==> config.mk <==
export PLATFORM = sky130hd
export DESIGN_NAME = two_wire_error_arbitration_ctl
export DESIGN_NICKNAME = d
export VERILOG_FILES = /design/src/logic/bus_cond_detect.v /design/src/logic/two_wire_error_arbitration_ctl.v
export VERILOG_INCLUDE_DIRS = /design/src /design/src/inc
export SDC_FILE = /design/constraint.sdc
export NUM_CORES = 1
export LEC_CHECK = 0
export ABC_AREA = 1
export BUFFER_PORTS_ARGS = -buffer_cell sky130_fd_sc_hd__buf_2
export CAP_MARGIN = 15
export CORE_UTILIZATION = 40
export DETAILED_ROUTE_END_ITERATION = 7
export GPL_ROUTABILITY_DRIVEN = 0
export SLEW_MARGIN = 0
export SYNTH_ARGS = -nofsm -noshare
export SYNTH_HDL_FRONTEND = slang
export SYNTH_SLANG_ARGS = --single-unit
==> constraint.sdc <==
create_clock -name core_clk -period 6.4 [get_ports core_clk]
set_input_delay 1.6 -clock core_clk [delete_from_list [all_inputs] [get_ports core_clk]]
set_output_delay 1.6 -clock core_clk [all_outputs]
set_load 0.02 [all_outputs]
==> src/inc/two_wire_consts.vh <==
// constants for the two-wire controller: register map, fields, status codes
`ifndef TWO_WIRE_CONSTS_VH
`define TWO_WIRE_CONSTS_VH
// register indices, byte address is four times the index
`define IDX_RANGE   11:2
`define IDX_BRD     10'h070
`define IDX_STS     10'h071
`define IDX_ADR     10'h072
`define IDX_DAT     10'h073
`define IDX_CTL     10'h074
`define IDX_IST     10'h075
`define IDX_IMK     10'h076
`define HSIZE_WORD  3'h2
// reset values
`define RST_BRD     8'h00
`define RST_ADR     8'h7F
`define RST_DAT     8'hFF
// control register bit positions
`define C_JD        7
`define C_EA        6
`define C_STA       5
`define C_STO       4
`define C_WC        3
`define C_EN        2
`define C_IE        0
// status register fields
`define STS_CODE    7:3
`define STS_PS      1:0
// interrupt status and mask layout
`define IRQ_BITS    2:0
`define IRQ_JD      0
`define IRQ_BERR    1
`define IRQ_ARB     2
// status codes
`define SC_NONE     8'hF8
`define SC_BERR     8'h00
`define SC_START    8'h08
`define SC_RSTART   8'h10
`define SC_MT_SAK   8'h18
`define SC_MT_SNAK  8'h20
`define SC_MT_DAK   8'h28
`define SC_MT_DNAK  8'h30
`define SC_ARB      8'h38
`define SC_MR_SAK   8'h40
`define SC_MR_SNAK  8'h48
`define SC_MR_DAK   8'h50
`define SC_MR_DNAK  8'h58
`define SC_SR_SLA   8'h60
`define SC_SR_ARB   8'h68
`define SC_SR_DAK   8'h80
`define SC_SR_DNAK  8'h88
`define SC_SR_STOP  8'hA0
`define SC_ST_SLA   8'hA8
`define SC_ST_ARB   8'hB0
`define SC_ST_DAK   8'hB8
`define SC_ST_DNAK  8'hC0
// bit timing and counts
`define BR_BASE     16'h0008
`define BITS_DATA   4'h8
`define BIT_NONE    4'h0
`define GC_ADDR     7'h00
`endif

==> src/logic/bus_cond_detect.v <==
// pin synchroniser with clock edge and start/stop condition detection
`default_nettype none
module bus_cond_detect (
  input  wire core_clk,
  input  wire rst_n,
  input  wire ce,
  input  wire scl_pin,
  input  wire sda_pin,
  output reg  scl_s,
  output reg  sda_s,
  output reg  scl_rise,
  output reg  scl_fall,
  output reg  start_det,
  output reg  stop_det
);
  reg scl_meta;
  reg scl_sync;
  reg sda_meta;
  reg sda_sync;

  // two-stage sync, third stage gives the previous level for edges
  always @(posedge core_clk) begin
    if (!rst_n) begin
      scl_meta  <= 1'b1;
      scl_sync  <= 1'b1;
      sda_meta  <= 1'b1;
      sda_sync  <= 1'b1;
      scl_s     <= 1'b1;
      sda_s     <= 1'b1;
      scl_rise  <= 1'b0;
      scl_fall  <= 1'b0;
      start_det <= 1'b0;
      stop_det  <= 1'b0;
    end else if (ce) begin
      scl_meta  <= scl_pin;
      scl_sync  <= scl_meta;
      sda_meta  <= sda_pin;
      sda_sync  <= sda_meta;
      scl_s     <= scl_sync;
      sda_s     <= sda_sync;
      scl_rise  <= scl_sync & ~scl_s;
      scl_fall  <= ~scl_sync & scl_s;
      start_det <= scl_sync & scl_s & sda_s & ~sda_sync; // sda falls, scl high
      stop_det  <= scl_sync & scl_s & ~sda_s & sda_sync; // sda rises, scl high
    end
  end
endmodule
`default_nettype wire

==> src/logic/two_wire_error_arbitration_ctl.v <==
// two-wire controller core: status, bus error recovery, arbitration, bit rate
//
// The AHB-Lite register port was left to the implementer.
`default_nettype none
`include "two_wire_consts.vh"
// Overview of operation
// - status reads F8 while job-done is clear
// - at F8 hardware waits or continues transfer
// - misplaced start or stop gives status 00
// - bus error sets the job-done flag
// - stop request plus clear recovers, clears stop
// - recovery releases lines, sends no stop
// - direction change uses a repeated start
// - master keeps bus after repeated start
// - driving one but seeing zero loses arbitration
// - identical transfers flag no arbitration loss
// - data loss: idle slave or restart later
// - address loss: compare own address, become slave
// - address loss without match: idle or restart
// - divisor register at 70, reset 00
// - divisor sets serial clock division in master
// - job-done set stretches serial clock low, except after a bus error (status 00)
// - status code in bits seven to three
module two_wire_error_arbitration_ctl (
  input  wire        core_clk,
  input  wire        rst_n,
  input  wire        ce,
  input  wire        hsel,
  input  wire [31:0] haddr,
  input  wire [1:0]  htrans,
  input  wire        hwrite,
  input  wire [2:0]  hsize,
  input  wire [31:0] hwdata,
  input  wire        hready,
  output reg  [31:0] hrdata,
  output reg         hreadyout,
  output reg         hresp,
  input  wire        scl_in,
  output reg         scl_out,
  output reg         scl_oe,
  input  wire        sda_in,
  output reg         sda_out,
  output reg         sda_oe,
  output reg         irq
);
  localparam [3:0] S_IDLE  = 4'h0;
  localparam [3:0] S_START = 4'h1;
  localparam [3:0] S_BYTE  = 4'h2;
  localparam [3:0] S_HOLD  = 4'h3;
  localparam [3:0] S_RS1   = 4'h4;
  localparam [3:0] S_RS2   = 4'h5;
  localparam [3:0] S_SP1   = 4'h6;
  localparam [3:0] S_SP2   = 4'h7;
  localparam [3:0] S_SP3   = 4'h8;

  // half serial clock period in system clocks
  function [15:0] half_period;
    input [7:0] div;
    input [1:0] ps;
    begin
      half_period = `BR_BASE + ({8'h00, div} << {ps, 1'b0});
    end
  endfunction

  // software-visible registers
  reg [7:0]  bit_rate_divisor_reg;
  reg [1:0]  ps_reg;
  reg [7:0]  own_addr_reg;
  reg [7:0]  byte_shift_reg;
  reg [7:0]  code_reg;
  reg        job_done_flag_reg;
  reg        ack_enable_bit_reg;
  reg        start_req_reg;
  reg        stop_request_bit_reg;
  reg        wr_coll_reg;
  reg        enable_reg;
  reg        int_en_reg;
  reg [2:0]  irq_st_reg;
  reg [2:0]  irq_mask_reg;
  // bus slave state
  reg        wr_pend_reg;
  reg        rd_pend_reg;
  reg [9:0]  wr_idx_reg;
  reg [9:0]  rd_idx_reg;
  // engine state
  reg [3:0]  state_reg;
  reg [15:0] tim_reg;
  reg [3:0]  bit_cnt_reg;
  reg        master_reg;
  reg        tx_reg;
  reg        is_addr_reg;
  reg        lost_reg;
  reg        slv_reg;
  reg        end_reg;
  reg        rs_reg;
  reg        busy_reg;
  reg        ack_in_reg;
  reg        jd_d_reg;
  reg        lost_d_reg;

  wire        scl_s;
  wire        sda_s;
  wire        scl_rise;
  wire        scl_fall;
  wire        start_det;
  wire        stop_det;
  wire [15:0] half_m1;
  wire        tick;
  wire        run;
  wire        adr_hit;
  wire [7:0]  sts_code;
  wire [2:0]  ist_clr;
  wire [2:0]  irq_ev;
  reg  [7:0]  rd_data;

  // pin synchronisers and condition detectors
  bus_cond_detect u_det (
    .core_clk  (core_clk),
    .rst_n     (rst_n),
    .ce        (ce),
    .scl_pin   (scl_in),
    .sda_pin   (sda_in),
    .scl_s     (scl_s),
    .sda_s     (sda_s),
    .scl_rise  (scl_rise),
    .scl_fall  (scl_fall),
    .start_det (start_det),
    .stop_det  (stop_det)
  );

  // bit timer: runs while scl is low by us or seen high
  assign half_m1 = half_period(bit_rate_divisor_reg, ps_reg) - 16'h0001;
  assign tick    = (tim_reg == half_m1);
  assign run     = scl_oe | scl_s;
  // own address or enabled general call
  assign adr_hit = (byte_shift_reg[7:1] == own_addr_reg[7:1]) |
                   (own_addr_reg[0] & (byte_shift_reg[7:1] == `GC_ADDR));
  assign sts_code = job_done_flag_reg ? code_reg : `SC_NONE;
  // write-one-to-clear mask and interrupt events
  assign ist_clr = (wr_pend_reg && wr_idx_reg == `IDX_IST) ? hwdata[`IRQ_BITS] : 3'h0;
  assign irq_ev[`IRQ_JD]   = job_done_flag_reg & ~jd_d_reg;
  assign irq_ev[`IRQ_BERR] = job_done_flag_reg & ~jd_d_reg & (code_reg == `SC_BERR);
  assign irq_ev[`IRQ_ARB]  = lost_reg & ~lost_d_reg;

  // register read mux
  always @* begin
    case (rd_idx_reg)
      `IDX_BRD: rd_data = bit_rate_divisor_reg;
      `IDX_STS: rd_data = {sts_code[`STS_CODE], 1'b0, ps_reg};
      `IDX_ADR: rd_data = own_addr_reg;
      `IDX_DAT: rd_data = byte_shift_reg;
      `IDX_CTL: rd_data = {job_done_flag_reg, ack_enable_bit_reg, start_req_reg,
                           stop_request_bit_reg, wr_coll_reg, enable_reg, 1'b0, int_en_reg};
      `IDX_IST: rd_data = {5'h00, irq_st_reg};
      `IDX_IMK: rd_data = {5'h00, irq_mask_reg};
      default:  rd_data = 8'h00;
    endcase
  end

  // bus slave, registers, transfer engine and interrupt in one process
  always @(posedge core_clk) begin
    if (!rst_n) begin
      hrdata               <= 32'h00000000;
      hreadyout            <= 1'b1;
      hresp                <= 1'b0;
      scl_out              <= 1'b0;
      sda_out              <= 1'b0;
      scl_oe               <= 1'b0;
      sda_oe               <= 1'b0;
      irq                  <= 1'b0;
      bit_rate_divisor_reg <= `RST_BRD;
      ps_reg               <= 2'h0;
      own_addr_reg         <= `RST_ADR;
      byte_shift_reg       <= `RST_DAT;
      code_reg             <= `SC_NONE;
      job_done_flag_reg    <= 1'b0;
      ack_enable_bit_reg   <= 1'b0;
      start_req_reg        <= 1'b0;
      stop_request_bit_reg <= 1'b0;
      wr_coll_reg          <= 1'b0;
      enable_reg           <= 1'b0;
      int_en_reg           <= 1'b0;
      irq_st_reg           <= 3'h0;
      irq_mask_reg         <= 3'h0;
      wr_pend_reg          <= 1'b0;
      rd_pend_reg          <= 1'b0;
      wr_idx_reg           <= 10'h000;
      rd_idx_reg           <= 10'h000;
      state_reg            <= S_IDLE;
      tim_reg              <= 16'h0000;
      bit_cnt_reg          <= `BIT_NONE;
      master_reg           <= 1'b0;
      tx_reg               <= 1'b0;
      is_addr_reg          <= 1'b0;
      lost_reg             <= 1'b0;
      slv_reg              <= 1'b0;
      end_reg              <= 1'b0;
      rs_reg               <= 1'b0;
      busy_reg             <= 1'b0;
      ack_in_reg           <= 1'b0;
      jd_d_reg             <= 1'b0;
      lost_d_reg           <= 1'b0;
    end else if (ce) begin
      // address phase: writes zero-wait, reads one wait state
      hreadyout   <= 1'b1;
      hresp       <= 1'b0;
      scl_out     <= 1'b0;
      sda_out     <= 1'b0;
      wr_pend_reg <= 1'b0;
      rd_pend_reg <= 1'b0;
      if (rd_pend_reg) begin
        hrdata <= {24'h000000, rd_data};
      end
      if (hsel && hready && htrans[1] && hsize == `HSIZE_WORD) begin
        if (hwrite) begin
          wr_pend_reg <= 1'b1;
          wr_idx_reg  <= haddr[`IDX_RANGE];
        end else begin
          rd_pend_reg <= 1'b1;
          rd_idx_reg  <= haddr[`IDX_RANGE];
          hreadyout   <= 1'b0;
        end
      end
      // data phase of a write
      if (wr_pend_reg) begin
        case (wr_idx_reg)
          `IDX_BRD: bit_rate_divisor_reg <= hwdata[7:0];
          `IDX_STS: ps_reg <= hwdata[`STS_PS];
          `IDX_ADR: own_addr_reg <= hwdata[7:0];
          `IDX_DAT: begin
            if (job_done_flag_reg) begin
              byte_shift_reg <= hwdata[7:0];
              wr_coll_reg    <= 1'b0;
            end else begin
              wr_coll_reg <= 1'b1;
            end
          end
          `IDX_CTL: begin
            ack_enable_bit_reg   <= hwdata[`C_EA];
            start_req_reg        <= hwdata[`C_STA];
            stop_request_bit_reg <= hwdata[`C_STO];
            enable_reg           <= hwdata[`C_EN];
            int_en_reg           <= hwdata[`C_IE];
            if (hwdata[`C_JD]) begin
              job_done_flag_reg <= 1'b0;
            end
          end
          `IDX_IMK: irq_mask_reg <= hwdata[`IRQ_BITS];
          default: ;
        endcase
      end
      // transfer engine; its assignments come later so they win over a register write
      if (!enable_reg) begin
        state_reg  <= S_IDLE;
        scl_oe     <= 1'b0;
        sda_oe     <= 1'b0;
        master_reg <= 1'b0;
        busy_reg   <= 1'b0;
        tim_reg    <= 16'h0000;
      end else begin
        if (start_det) begin
          busy_reg <= 1'b1;
        end
        if (stop_det) begin
          busy_reg <= 1'b0;
        end
        tim_reg <= (run && !tick) ? tim_reg + 16'h0001 : 16'h0000;
        case (state_reg)
          S_IDLE: begin
            tim_reg    <= 16'h0000;
            scl_oe     <= 1'b0;
            sda_oe     <= 1'b0;
            master_reg <= 1'b0;
            if (start_det) begin
              state_reg   <= S_BYTE;
              bit_cnt_reg <= `BIT_NONE;
              is_addr_reg <= 1'b1;
              tx_reg      <= 1'b0;
              lost_reg    <= 1'b0;
              slv_reg     <= 1'b0;
              end_reg     <= 1'b0;
            end else if (start_req_reg && !busy_reg && !job_done_flag_reg) begin
              state_reg <= S_START;
              rs_reg    <= 1'b0;
              sda_oe    <= 1'b1;
            end
          end
          S_START: begin
            if (tick) begin
              scl_oe            <= 1'b1;
              job_done_flag_reg <= 1'b1;
              code_reg          <= rs_reg ? `SC_RSTART : `SC_START;
              master_reg        <= 1'b1;
              tx_reg            <= 1'b1;
              is_addr_reg       <= 1'b1;
              lost_reg          <= 1'b0;
              end_reg           <= 1'b0;
              state_reg         <= S_HOLD;
            end
          end
          S_HOLD: begin
            tim_reg <= 16'h0000;
            scl_oe  <= (code_reg != `SC_BERR);
            if (!job_done_flag_reg) begin
              if (code_reg == `SC_BERR || (!master_reg && stop_request_bit_reg)) begin
                stop_request_bit_reg <= 1'b0;
                state_reg            <= S_IDLE;
                scl_oe               <= 1'b0;
                sda_oe               <= 1'b0;
                slv_reg              <= 1'b0;
              end else if (master_reg && start_req_reg) begin
                rs_reg    <= 1'b1;
                state_reg <= S_RS1;
                sda_oe    <= 1'b0;
              end else if (master_reg && stop_request_bit_reg) begin
                state_reg <= S_SP1;
                sda_oe    <= 1'b1;
              end else if (end_reg) begin
                state_reg <= S_IDLE;
                slv_reg   <= 1'b0;
                scl_oe    <= 1'b0;
              end else begin
                state_reg   <= S_BYTE;
                bit_cnt_reg <= `BIT_NONE;
                scl_oe      <= master_reg;
                sda_oe      <= tx_reg & ~byte_shift_reg[7];
              end
            end
          end
          S_BYTE: begin
            if ((start_det || stop_det) && bit_cnt_reg != `BIT_NONE) begin
              code_reg          <= `SC_BERR;
              job_done_flag_reg <= 1'b1;
              state_reg         <= S_HOLD;
              scl_oe            <= 1'b0;
              sda_oe            <= 1'b0;
              master_reg        <= 1'b0;
              slv_reg           <= 1'b0;
              end_reg           <= 1'b0;
            end else if (start_det && !master_reg) begin
              is_addr_reg <= 1'b1;
              tx_reg      <= 1'b0;
              sda_oe      <= 1'b0;
              slv_reg     <= 1'b0;
              lost_reg    <= 1'b0;
            end else if (stop_det && !master_reg) begin
              sda_oe <= 1'b0;
              if (slv_reg) begin
                code_reg          <= `SC_SR_STOP;
                job_done_flag_reg <= 1'b1;
                end_reg           <= 1'b1;
                state_reg         <= S_HOLD;
              end else begin
                state_reg <= S_IDLE;
              end
            end else begin
              // serial clock generation while master
              if (master_reg && tick) begin
                scl_oe <= ~scl_oe;
              end
              // sample on rising edge, shift in what the bus carries
              if (scl_rise) begin
                bit_cnt_reg <= bit_cnt_reg + 4'h1;
                if (bit_cnt_reg < `BITS_DATA) begin
                  byte_shift_reg <= {byte_shift_reg[6:0], sda_s};
                  if (master_reg && tx_reg && !sda_oe && !sda_s) begin
                    lost_reg   <= 1'b1;
                    master_reg <= 1'b0;
                    tx_reg     <= 1'b0;
                  end
                end else begin
                  ack_in_reg <= ~sda_s;
                end
              end
              // drive on falling edge
              if (scl_fall) begin
                if (bit_cnt_reg < `BITS_DATA) begin
                  sda_oe <= tx_reg & ~byte_shift_reg[7];
                end else if (bit_cnt_reg == `BITS_DATA) begin
                  if (is_addr_reg && !master_reg) begin
                    sda_oe <= adr_hit & ack_enable_bit_reg;
                    if (!(adr_hit && ack_enable_bit_reg) && !lost_reg) begin
                      state_reg <= S_IDLE;
                    end
                  end else begin
                    sda_oe <= ~tx_reg & ~is_addr_reg & ~lost_reg & ack_enable_bit_reg;
                  end
                end else begin
                  // byte and acknowledge complete
                  job_done_flag_reg <= 1'b1;
                  state_reg         <= S_HOLD;
                  bit_cnt_reg       <= `BIT_NONE;
                  is_addr_reg       <= 1'b0;
                  sda_oe            <= 1'b0;
                  lost_reg          <= 1'b0;
                  if (master_reg) begin
                    if (is_addr_reg) begin
                      tx_reg   <= ~byte_shift_reg[0];
                      code_reg <= byte_shift_reg[0] ?
                                  (ack_in_reg ? `SC_MR_SAK : `SC_MR_SNAK) :
                                  (ack_in_reg ? `SC_MT_SAK : `SC_MT_SNAK);
                    end else if (tx_reg) begin
                      code_reg <= ack_in_reg ? `SC_MT_DAK : `SC_MT_DNAK;
                    end else begin
                      code_reg <= ack_in_reg ? `SC_MR_DAK : `SC_MR_DNAK;
                    end
                  end else if (is_addr_reg && adr_hit && ack_enable_bit_reg) begin
                    slv_reg  <= 1'b1;
                    tx_reg   <= byte_shift_reg[0];
                    end_reg  <= 1'b0;
                    code_reg <= byte_shift_reg[0] ?
                                (lost_reg ? `SC_ST_ARB : `SC_ST_SLA) :
                                (lost_reg ? `SC_SR_ARB : `SC_SR_SLA);
                  end else if (lost_reg) begin
                    code_reg <= `SC_ARB;
                    end_reg  <= 1'b1;
                  end else if (tx_reg) begin
                    code_reg <= ack_in_reg ? `SC_ST_DAK : `SC_ST_DNAK;
                    end_reg  <= ~ack_in_reg;
                  end else begin
                    code_reg <= ack_in_reg ? `SC_SR_DAK : `SC_SR_DNAK;
                    end_reg  <= ~ack_in_reg;
                  end
                end
              end
            end
          end
          // repeated start: release sda while low, raise scl, then start
          S_RS1: begin
            if (tick) begin
              scl_oe    <= 1'b0;
              state_reg <= S_RS2;
            end
          end
          S_RS2: begin
            if (tick) begin
              sda_oe    <= 1'b1;
              state_reg <= S_START;
            end
          end
          // stop: sda low, raise scl, then raise sda
          S_SP1: begin
            if (tick) begin
              scl_oe    <= 1'b0;
              state_reg <= S_SP2;
            end
          end
          S_SP2: begin
            if (tick) begin
              sda_oe    <= 1'b0;
              state_reg <= S_SP3;
            end
          end
          S_SP3: begin
            if (tick) begin
              stop_request_bit_reg <= 1'b0;
              master_reg           <= 1'b0;
              state_reg            <= S_IDLE;
            end
          end
          default: state_reg <= S_IDLE;
        endcase
      end
      // sticky interrupt status, set beats write-one clear
      jd_d_reg   <= job_done_flag_reg;
      lost_d_reg <= lost_reg;
      irq_st_reg <= (irq_st_reg & ~ist_clr) | irq_ev;
      irq        <= |(irq_st_reg & irq_mask_reg);
    end
  end
endmodule
`default_nettype wire

==> results of run 1 <==
through the flow:
stage	cells	instance area (um^2)
floorplan	1206	7820
detailed placement	1443	7970
global route	1475	8550
finish	1476	8560
global placement	1443	7970
CTS	1475	8550
worst max-delay path by stage:
stage / from / end / slack, ns / cells past startpoint
CTS: ce / bit_rate_divisor_reg[6] / 3.10 / 8
global route: ce / bit_rate_divisor_reg[5] / 2.72 / 8
detailed placement: ce / bit_rate_divisor_reg[6] / 2.66 / 8
finish: ce / bit_rate_divisor_reg[7] / 3.06 / 8
global placement: ce / bit_rate_divisor_reg[6] / 2.70 / 8
floorplan: ce / hreadyout / 3.26 / 7
report_power, final:
group | internal, mW | total (mW) | switching, mW
Combinational | 0.0356 | 0.132 | 0.0965
Clock | 0.561 | 0.986 | 0.425
Sequential | 0.777 | 0.791 | 0.0142
synth_stat cells, drive strengths merged, types with 3 or more instances:
master	number	area, um^2
nand2	264	1030
inv	138	528
dfxtp	123	2460
nor2	120	502
a21oi	109	546
nand3	107	616
o21ai	95	475
buf	38	297
clkbuf	31	116
nor3	27	140
o211ai	23	178
nand4	15	93.8
a211oi	12	90.1
nor4	10	83.8
ha	9	113
xnor2	9	78.8
xor2	8	70.1
a31oi	7	43.8
o2111ai	5	43.8
o22ai	4	25.0
clkinv	3	11.3
nand3b	3	22.5
o21a	3	22.5
cells in the final DEF, fill, tap and decap left out, types with 17 or more instances in the layout:
| cell | count |
|---|---|
| o21ai_0 | 93 |
| conb_1 | 27 |
| nand2_1 | 254 |
| nor3_1 | 26 |
| nor2_1 | 111 |
| a21oi_1 | 109 |
| nand3_1 | 97 |
| clkbuf_16 | 17 |
| dfxtp_1 | 123 |
| inv_1 | 130 |
| buf_2 | 41 |
| o211ai_1 | 22 |
worst reg2reg max path: cells and delay by family, from the launching register on:
family	cells	cell delay (ns)
simple gates	13	1.37
fa+ha+maj	1	0.25
compound gates	2	0.28
buf+inv	2	0.24
flops	1	0.78
cell families after synthesis:
group / share of synthesized area [%]
and+or+nand+nor: 32.8
xor gates and xnor gates: 1.93
muxes: 0.146
other: 0.0486
AOI/OAI and AO/OA: 19.4
DFF: 31.9
adders and majority gates: 1.46
buffers and inverters: 12.3
layout make-up:
class	count	area [um^2]	share of cell area, %
multi-input combinational	873	4400	51.4
sequential	123	2460	28.8
inverter	141	539	6.30
clock buffer	18	439	5.13
tap	260	325	3.80
timing repair buffer	46	243	2.84
clock inverter	14	145	1.70
antenna	1	2.50	0.0292
per-layer routing:
| layer | part of all wire (%) | up-vias | wire length [um] | GRT usage, % |
|---|---|---|---|---|
| li1 | - | 3938 | - | - |
| met1 | 47 | 3586 | 10600 | 31.9 |
| met2 | 45 | 252 | 10300 | 38.3 |
| met3 | 5.9 | 40 | 1350 | 4.82 |
| met4 | 2.1 | 0 | 479 | 8.24 |
| met5 | 0 | - | 0 | 0 |
==> results.py, run 1 <==
metrics = {
    "power_and_ir_drop": {
        "ir_drop_uv": 182,
        "leakagePower_nw": 3.61,
        "powerDensity_nw_per_um2": 223,
        "total_power_mw": 1.91,
    },
    "cts": {
        "post_cts_buffers": 0,
        "cts_inserted_buffers": 17,
        "cts_tree": "built",
        "cts_buffer_depth": 2,
        "cts_hold_buffers": 0,
        "clock-root-buffer": "clkbuf_16",
        "cts.clk_slew.worst_paths_ns": 0.07,
        "cts.sinks": 123,
        "cts-resized-gates": 0,
        "clk_latency_ns": 0.43,
        "htree_levels": 4,
    },
    "sta": {
        "setup_tns_ns": 0,
        "rsz0062_at_grt": "false",
        "relSlewSlack_pct": 22.1,
        "fin_ws_ns": 3.06,
        "fmax_ghz": 0.299,
        "worst_hold_slack_ns": 0.450,
        "finalCriticalPeriod_ns": 3.34,
        "fin_skew_ns": 0.0122,
        "finalCritPeriodShare_pct": 52.2,
        "finalSetupViolations": 0,
        "slew_violations": 0,
        "tightest_slew_ns": 1.16,
        "hold_viol": 0,
    },
    "floorplanning": {
        "ioPinCount": 116,
        "fp.dieArea_um2": 19900,
        "fp.dieW_um": 141,
        "initial_core_util_pct": 41.0,
        "rows": 50,
        "core-area_um2": 18800,
        "die_h_um": 141,
    },
    "synth": {
        "yosysWarnings": 0,
        "ys_async_sr_fraction_pct": 0,
        "ys_ff_latch": 123,
        "syn_area_um2": 7720,
        "synth_top_flop_cell": "dfxtp_1",
        "synth-seq-area-share_pct": 31.9,
        "syn_inst": 1180,
        "synth.distinct_cells": 55,
        "syn_avg_cell_area_um2": 6.54,
        "synth-edff-count": 0,
    },
    "detailed_routing": {
        "vias": 7816,
        "antenna_left": 0,
        "first_iter_violations": 666,
        "wl_um": 22700,
        "viasPerCell": 5.30,
        "wl_per_cell_um": 15.4,
        "drc": 0,
        "drtPass1Iterations": 6,
    },
    "final_layout": {
        "nFillCells": 2004,
        "final_nets": 1288,
        "syn_to_final_growth_pct": 10.9,
        "layout-drive-gt1-share_pct": 10.0,
        "largest_register_ffs": 16,
        "final_util_pct": 45.4,
    },
    "setup_path": {
        "r2r_slack_ns": 3.32,
        "critPathKind": "in2reg",
        "end_kind": "register",
        "worst_path_largest_cell_delay_ns": 0.74,
        "critical_path_buf_inv_count": 4,
        "reg2regPathDepth": 18,
        "start_kind": "input port",
        "path_cells": "buf_2 -> inv_1 -> buf_4 -> nor2_1 -> inv_1 -> nor2_1 -> o21ai_0 -> a21oi_1",
        "cp.required_ns": 6.76,
        "critPathSlowestCell": "nor2_1",
        "crit_family": "simple AND/OR/NAND/NOR gates",
        "regToRegStartpoint": "ps_reg[1]",
        "rr_endpoint": "code_reg[6]",
        "cp_max_fo": 42,
        "worst-endpoint-arrival_ns": 3.70,
    },
    "global_route": {
        "antenna_found_initial": 0,
        "grt_pass1_vias": 7273,
        "grt-ovfl-total": 0,
        "grt_pass1_wl_um": 37300,
        "grt_max_degree": 80,
        "track_usage_pct": 23.9,
    },
    "status": {
        "status": "completed",
    },
    "worst_hold_path": {
        "holdPathStages": 2,
        "worstHoldStart": "wr_idx_reg[6]",
        "whs_endpoint": "wr_idx_reg[6]",
        "hp-class": "reg2reg",
    },
    "place": {
        "dp_slack_ns": 2.66,
        "dpl.hpwl_um": 16200,
        "io_buffers": 41,
    },
    "job": {
        "max-cap-violations": 0,
    },
}
Note: power is estimated with default switching activity, not from simulation.
==> run 2, diff against run 1 <==
- ABC_AREA: 1 -> 0
- clock period: 6.4 -> 3.3 ns (I/O delays scaled with it)
==> run 2 against run 1 <==
The run now ends with design-rule violations left. Die area is 2.6% lower. Synthesized area is 2.6% lower. Wire length is 6.4% lower. Critical path type is now reg2reg. Largest power group unchanged.
==> results.py, run 2 <==
metrics = {
    "final_layout": {
        "nFillCells": 1801,
        "final_cell_mix": "dfxtp_1, nor2_1, nand2_1, mux2i_1",
        "layout-drive-gt1-share_pct": 15.9,
        "syn_to_final_growth_pct": 14.8,
        "diodes": 0,
        "final-instance-count-excl-fill": 1216,
        "seq_area_um2": 2470,
        "largest_register_ffs": 16,
        "fin_area_um2": 8630,
        "multi_input_area_um2": 4610,
        "final_common_cell": "dfxtp_1",
        "final_nets": 1060,
    },
    "sta": {
        "fin_skew_ns": 0.0111,
        "slew_violations": 0,
        "setup_tns_ns": 0,
        "tightest_slew_ns": 0.752,
        "relSlewSlack_pct": 49.2,
        "fmax_ghz": 0.320,
        "hold_viol": 0,
        "rsz0062_at_grt": "false",
        "finalCriticalPeriod_ns": 3.12,
        "finalSetupViolations": 0,
        "finalCritPeriodShare_pct": 94.6,
    },
    "job": {
        "max-cap-violations": 0,
    },
    "setup_path": {
        "crit_top_cell": "buf_4",
        "cp_max_fo": 4,
        "regToRegStartpoint": "ps_reg[0]",
        "r2r_slack_ns": 0.18,
        "end_kind": "register",
        "start_kind": "register",
        "worst_path_largest_cell_delay_ns": 0.42,
        "reg2regPathDepth": 14,
        "critPathKind": "reg2reg",
        "rr_endpoint": "code_reg[5]",
        "cp.required_ns": 3.60,
        "worst-endpoint-arrival_ns": 3.42,
        "path_cells": "nor3b_4 -> inv_1 -> ha_2 -> xnor2_1 -> or3_1 -> a211oi_2 -> o2111ai_2 -> a2111oi_4 -> buf_4 -> nand4_1 -> a21oi_2 -> buf_4 -> mux2i_1 -> nand2_1",
        "critPathSlowestCell": "a2111oi_4",
    },
    "cts": {
        "htree_levels": 4,
        "clock-root-buffer": "clkbuf_16",
        "cts_buffer_depth": 2,
        "cts.sinks": 123,
        "cts_inserted_buffers": 17,
        "cts_tree": "built",
        "clk_latency_ns": 0.43,
        "cts.clk_slew.worst_paths_ns": 0.06,
    },
    "floorplanning": {
        "fp.dieArea_um2": 19300,
        "core-area_um2": 18200,
        "die_h_um": 139,
        "initial_core_util_pct": 41.3,
        "rows": 49,
        "fp.dieW_um": 139,
        "ioPinCount": 116,
    },
    "global_route": {
        "grt_max_degree": 61,
        "grt-ovfl-total": 0,
        "antenna_found_initial": 0,
        "grt_pass1_wl_um": 34300,
        "track_usage_pct": 22.3,
        "grt_pass1_vias": 6402,
    },
    "synth": {
        "syn_inst": 931,
        "synth.distinct_cells": 85,
        "synth-simple-area-share_pct": 24.4,
        "synth-edff-count": 0,
        "yosysMostFrequentCell": "dfxtp_1",
        "synth_fa_ha_area_share_pct": 1.63,
        "synth_xor_area_share_pct": 2.51,
        "yosysTopAreaCell": "dfxtp_1",
        "syn_avg_cell_area_um2": 8.07,
        "ys_async_sr_fraction_pct": 0,
        "synth_top_family_by_area": "simple AND/OR/NAND/NOR gates",
        "yosysTopAreaCellShare_pct": 32.8,
        "synthMuxAreaShare_pct": 9.34,
        "synth_top_flop_cell": "dfxtp_1",
        "yosysWarnings": 0,
        "synth_area_leaders": "dfxtp_1, mux2i_1, nor2_1",
        "synth-seq-area-share_pct": 32.8,
        "synth-compound-area-share_pct": 21.7,
        "syn_area_um2": 7520,
        "ys_ff_latch": 123,
        "synthTopCellsByCount": "dfxtp_1, nor2_1, nand2_1, mux2i_1, a21oi_1",
    },
    "power_and_ir_drop": {
        "ir_drop_uv": 326,
        "powerDensity_nw_per_um2": 413,
        "leakagePower_nw": 3.45,
        "total_power_mw": 3.56,
    },
    "detailed_routing": {
        "vias": 6972,
        "drc": 8,
        "wl_um": 21200,
        "first_iter_violations": 791,
        "viasPerCell": 5.73,
        "wl_per_cell_um": 17.5,
        "antenna_left": 0,
        "drtPass1Iterations": 8,
    },
    "place": {
        "io_buffers": 41,
        "dpl.hpwl_um": 14800,
        "place_area_um2": 7950,
        "dp.cells": 1180,
    },
    "worst_hold_path": {
        "hp-class": "reg2reg",
        "worstHoldStart": "wr_pend_reg",
        "whs_endpoint": "wr_pend_reg",
        "holdPathStages": 2,
    },
    "status": {
        "violations": "design-rule violations",
        "status": "finished, violations left",
    },
}
## run 2: changes by cell type after synthesis, sizes merged, moves of 16 or more
cell	change
a21oi	-61
a22oi	+16
inv	-116
mux2i	+61
nand2	-162
nand2b	+17
nand3	-74
o211ai	-16
o21ai	-47
## run 2: worst max path at each step
stage / startpoint / slack (ns) / endpoint / depth (start not counted)
after global placement: ps_reg[1] / 0.14 / scl_oe / 12
after floorplan: ps_reg[0] / 0.003 / state_reg[2] / 15
final: ps_reg[0] / 0.18 / code_reg[5] / 14
after detailed placement: ps_reg[1] / 0.08 / scl_oe / 12
after global routing: ps_reg[0] / 0.03 / code_reg[5] / 14
after CTS: ps_reg[1] / 0.03 / scl_oe / 13
## run 2: logic make-up (layout without fill, tap and decap cells)
logic type      Yosys count  in the layout
simple gates            375            375
fa+ha+maj                10             10
buf+inv                 110            140
flops                   123            123
mux                      67             67
xor+xnor                 20             20
other cells               1             27
compound gates          225            225
## run 2: final cells by class
class	count	area share, %
sequential	123	28.6
inverter	23	1.00
multi-input combinational	724	53.4
timing repair buffer	85	6.63
tap	229	3.32
clock buffer	17	4.93
clock inverter	15	2.07
## run 2: routing by layer
| layer | track usage [%] | part of all wire [%] | vias to the layer above |
|---|---|---|---|
| met4 | 6.90 | 1.5 | 0 |
| li1 | - | - | 3429 |
| met1 | 31.1 | 48 | 3285 |
| met5 | 0 | 0 | - |
| met3 | 4.52 | 5.8 | 24 |
| met2 | 34.3 | 44 | 234 |
## run 2: through the flow
step | util [%] | worst slack (ns) | hold slack [ns]
after floorplan | - | 0.00303 | 0.441
after global placement | 43.7 | 0.142 | 0.454
after detailed placement | 43.7 | 0.0844 | 0.461
after CTS | 47.0 | 0.0345 | 0.470
after global routing | 47.4 | 0.0255 | 0.490
final | 47.4 | 0.178 | 0.467
## run 2: critical path: cells and delay by family, from the launching register on
family	cells	cell delay (ns)
simple gates	4	0.75
fa+ha+maj	1	0.20
mux	1	0.17
compound gates	4	1.02
xor+xnor	1	0.13
flops	1	0.34
buf+inv	3	0.40
## run 2: what timing repair did
action,in CTS,in global routing
buffers inserted,0,4
resized for setup,0,12
hold buffers,0,0
setup endpoints to repair,0,25
## run 2: report_power, final
group / internal, mW / switching, mW
Combinational: 0.0336 / 0.0997
Sequential: 1.49 / 0.00549
Clock: 1.14 / 0.792
Total: 2.66 / 0.897
==> run 3, diff against run 2 <==
- ABC_AREA: 0 -> 1
- clock period: 3.3 -> 3.1 ns (I/O delays scaled with it)
==> run 3 against run 2 <==
The run now ends clean. Combinational power grew 110%. Sequential share of layout area shrank 0.22 points. Core utilization shrank 1.3 points. Clock power grew 5%. Clock skew is essentially flat. Wire length grew 6.7%. Power grew 10%. Global-route usage grew 1.3 points. Sequential power grew 9%. Hold slack lost 0.023 ns. Die area grew 2.6%. Sequential cell count is the same.
==> results.py, run 3 (synthesis results as in run 1) <==
metrics = {
    "status": {
        "status": "completed",
    },
    "sta": {
        "fmax_ghz": 0.376,
        "finalSetupViolations": 0,
        "setup_tns_ns": 0,
        "finalCriticalPeriod_ns": 2.66,
        "rsz0062_at_grt": "false",
        "worst_hold_slack_ns": 0.445,
        "tightest_slew_ns": 0.695,
        "finalCritPeriodShare_pct": 85.7,
        "relSlewSlack_pct": 53.2,
        "hold_viol": 0,
        "slew_violations": 0,
        "fin_skew_ns": 0.0113,
    },
    "global_route": {
        "grt_pass1_vias": 7076,
        "grt-ovfl-total": 0,
        "grt_pass1_wl_um": 36800,
        "grt_util_met1_pct": 31.7,
        "grt_max_degree": 80,
        "grtUsageMet2_pct": 37.7,
        "use_met3_pct": 4.52,
        "antenna_found_initial": 1,
        "busiest_layer": "met2",
        "track_usage_pct": 23.6,
    },
    "place": {
        "dpl.hpwl_um": 16400,
        "dp.cells": 1455,
        "io_buffers": 41,
        "place_area_um2": 8070,
    },
    "setup_path": {
        "critPathKind": "reg2reg",
        "path_cells": "nand3_4 -> ha_1 -> a21oi_1 -> o21a_1 -> nand2_1 -> nor2_1 -> nand2_1 -> nor2_1 -> nand2_1 -> nor2_4 -> nand3_4 -> nand2_4 -> nand2_2 -> nor2_8 -> inv_2 -> nand2_1 -> nand3_1",
        "cp_max_fo": 9,
        "r2r_slack_ns": 0.44,
        "cp.required_ns": 3.39,
        "crit_top_cell": "nand2_1",
        "worst-endpoint-arrival_ns": 2.95,
        "start_kind": "register",
        "critPathSlowestCell": "dfxtp_1",
        "end_kind": "register",
        "worst_path_largest_cell_delay_ns": 0.51,
    },
    "power_and_ir_drop": {
        "leakagePower_nw": 3.68,
        "ir_drop_uv": 382,
        "powerDensity_nw_per_um2": 453,
    },
    "detailed_routing": {
        "drc": 0,
        "first_iter_violations": 565,
        "drtPass1Iterations": 5,
        "wl_per_cell_um": 15.2,
        "wl_um": 22600,
        "vias": 7856,
        "antenna_left": 0,
        "viasPerCell": 5.28,
    },
    "cts": {
        "cts.sinks": 123,
        "cts_hold_buffers": 0,
        "cts-resized-gates": 0,
        "cts_tree": "built",
        "cts.clk_slew.worst_paths_ns": 0.06,
        "clock-root-buffer": "clkbuf_16",
        "cts_inserted_buffers": 17,
        "post_cts_buffers": 0,
        "cts_buffer_depth": 2,
        "htree_levels": 4,
        "clk_latency_ns": 0.43,
    },
    "final_layout": {
        "final_cell_mix": "nand2_1, inv_1, dfxtp_1, nor2_1, a21oi_1",
        "final-instance-count-excl-fill": 1488,
        "nFillCells": 1999,
        "final_nets": 1300,
        "syn_to_final_growth_pct": 12.4,
        "final_common_cell": "nand2_1",
        "fin_area_um2": 8670,
        "layout-drive-gt1-share_pct": 10.9,
        "largest_register_ffs": 16,
    },
    "job": {
        "max-cap-violations": 0,
    },
    "floorplanning": {
        "rows": 50,
        "ioPinCount": 116,
        "fp.dieW_um": 141,
        "fp.dieArea_um2": 19900,
        "core-area_um2": 18800,
        "initial_core_util_pct": 41.0,
        "die_h_um": 141,
    },
    "worst_hold_path": {
        "hp-class": "reg2reg",
    },
}
## run 3: changes by cell type in the layout (fill, tap and decap cells not counted), moves of 23 or more
cell | previous run | this run
nand3_1 | 31 | 97
nand2_1 | 102 | 254
o21ai_0 | 46 | 93
a21oi_1 | 46 | 109
buf_4 | 39 | 16
inv_1 | 20 | 130
mux2i_1 | 58 | 0
## run 3: layout make-up
| cell class | instances | area, um^2 | area share, % |
|---|---|---|---|
| inverters | 141 | 539 | 6.22 |
| diodes | 1 | 2.50 | 0.0289 |
| clock buffers | 17 | 425 | 4.91 |
| flip-flops and latches | 123 | 2460 | 28.4 |
| well taps | 260 | 325 | 3.75 |
| repair buffers | 58 | 345 | 3.98 |
| clock inverters | 15 | 170 | 1.96 |
| multi-input cells | 873 | 4400 | 50.8 |
## run 3: power by group
part	internal (mW)	total (mW)	switching, mW
Sequential	1.60	1.63	0.0274
Clock	1.15	2.02	0.869
Combinational	0.0782	0.281	0.202
Total	2.83	3.93	1.10
## run 3: worst paths after layout
path | startpoint | to | cells after the start
worst max-delay path | bit_rate_divisor_reg[0] | code_reg[4] | 17
worst min-delay path | wr_idx_reg[6] | wr_idx_reg[6] | 2
worst min register to register | wr_idx_reg[6] | wr_idx_reg[6] | 2
worst max register to register | bit_rate_divisor_reg[0] | code_reg[4] | 17
## run 3: layer usage
| layer | share of wire, % | vias up |
|---|---|---|
| met4 | 1.8 | 0 |
| met3 | 5.7 | 27 |
| met1 | 46 | 3634 |
| met5 | 0 | - |
| li1 | - | 3955 |
| met2 | 46 | 240 |
## run 3: metrics by stage
step / total power [mW] / util, % / setup slack [ns]
4_1_cts: 3.97 / 46.0 / 0.449
2_1_floorplan: 1.88 / - / 0.677
3_5_place_dp: 1.94 / 42.9 / 0.458
6_report: 3.93 / 46.0 / 0.444
5_1_grt: 4.07 / 46.0 / 0.221
3_3_place_gp: 1.94 / 42.9 / 0.483
## run 3: critical path, delay by kind of cell (launching register included)
| kind | cells | cell delay [ns] |
|---|---|---|
| AND/OR/NAND/NOR | 13 | 1.34 |
| flip-flops | 1 | 0.51 |
| adder cells (fa/ha/maj) | 1 | 0.33 |
| AO/OA/AOI/OAI | 2 | 0.28 |
| buffers and inverters | 1 | 0.07 |
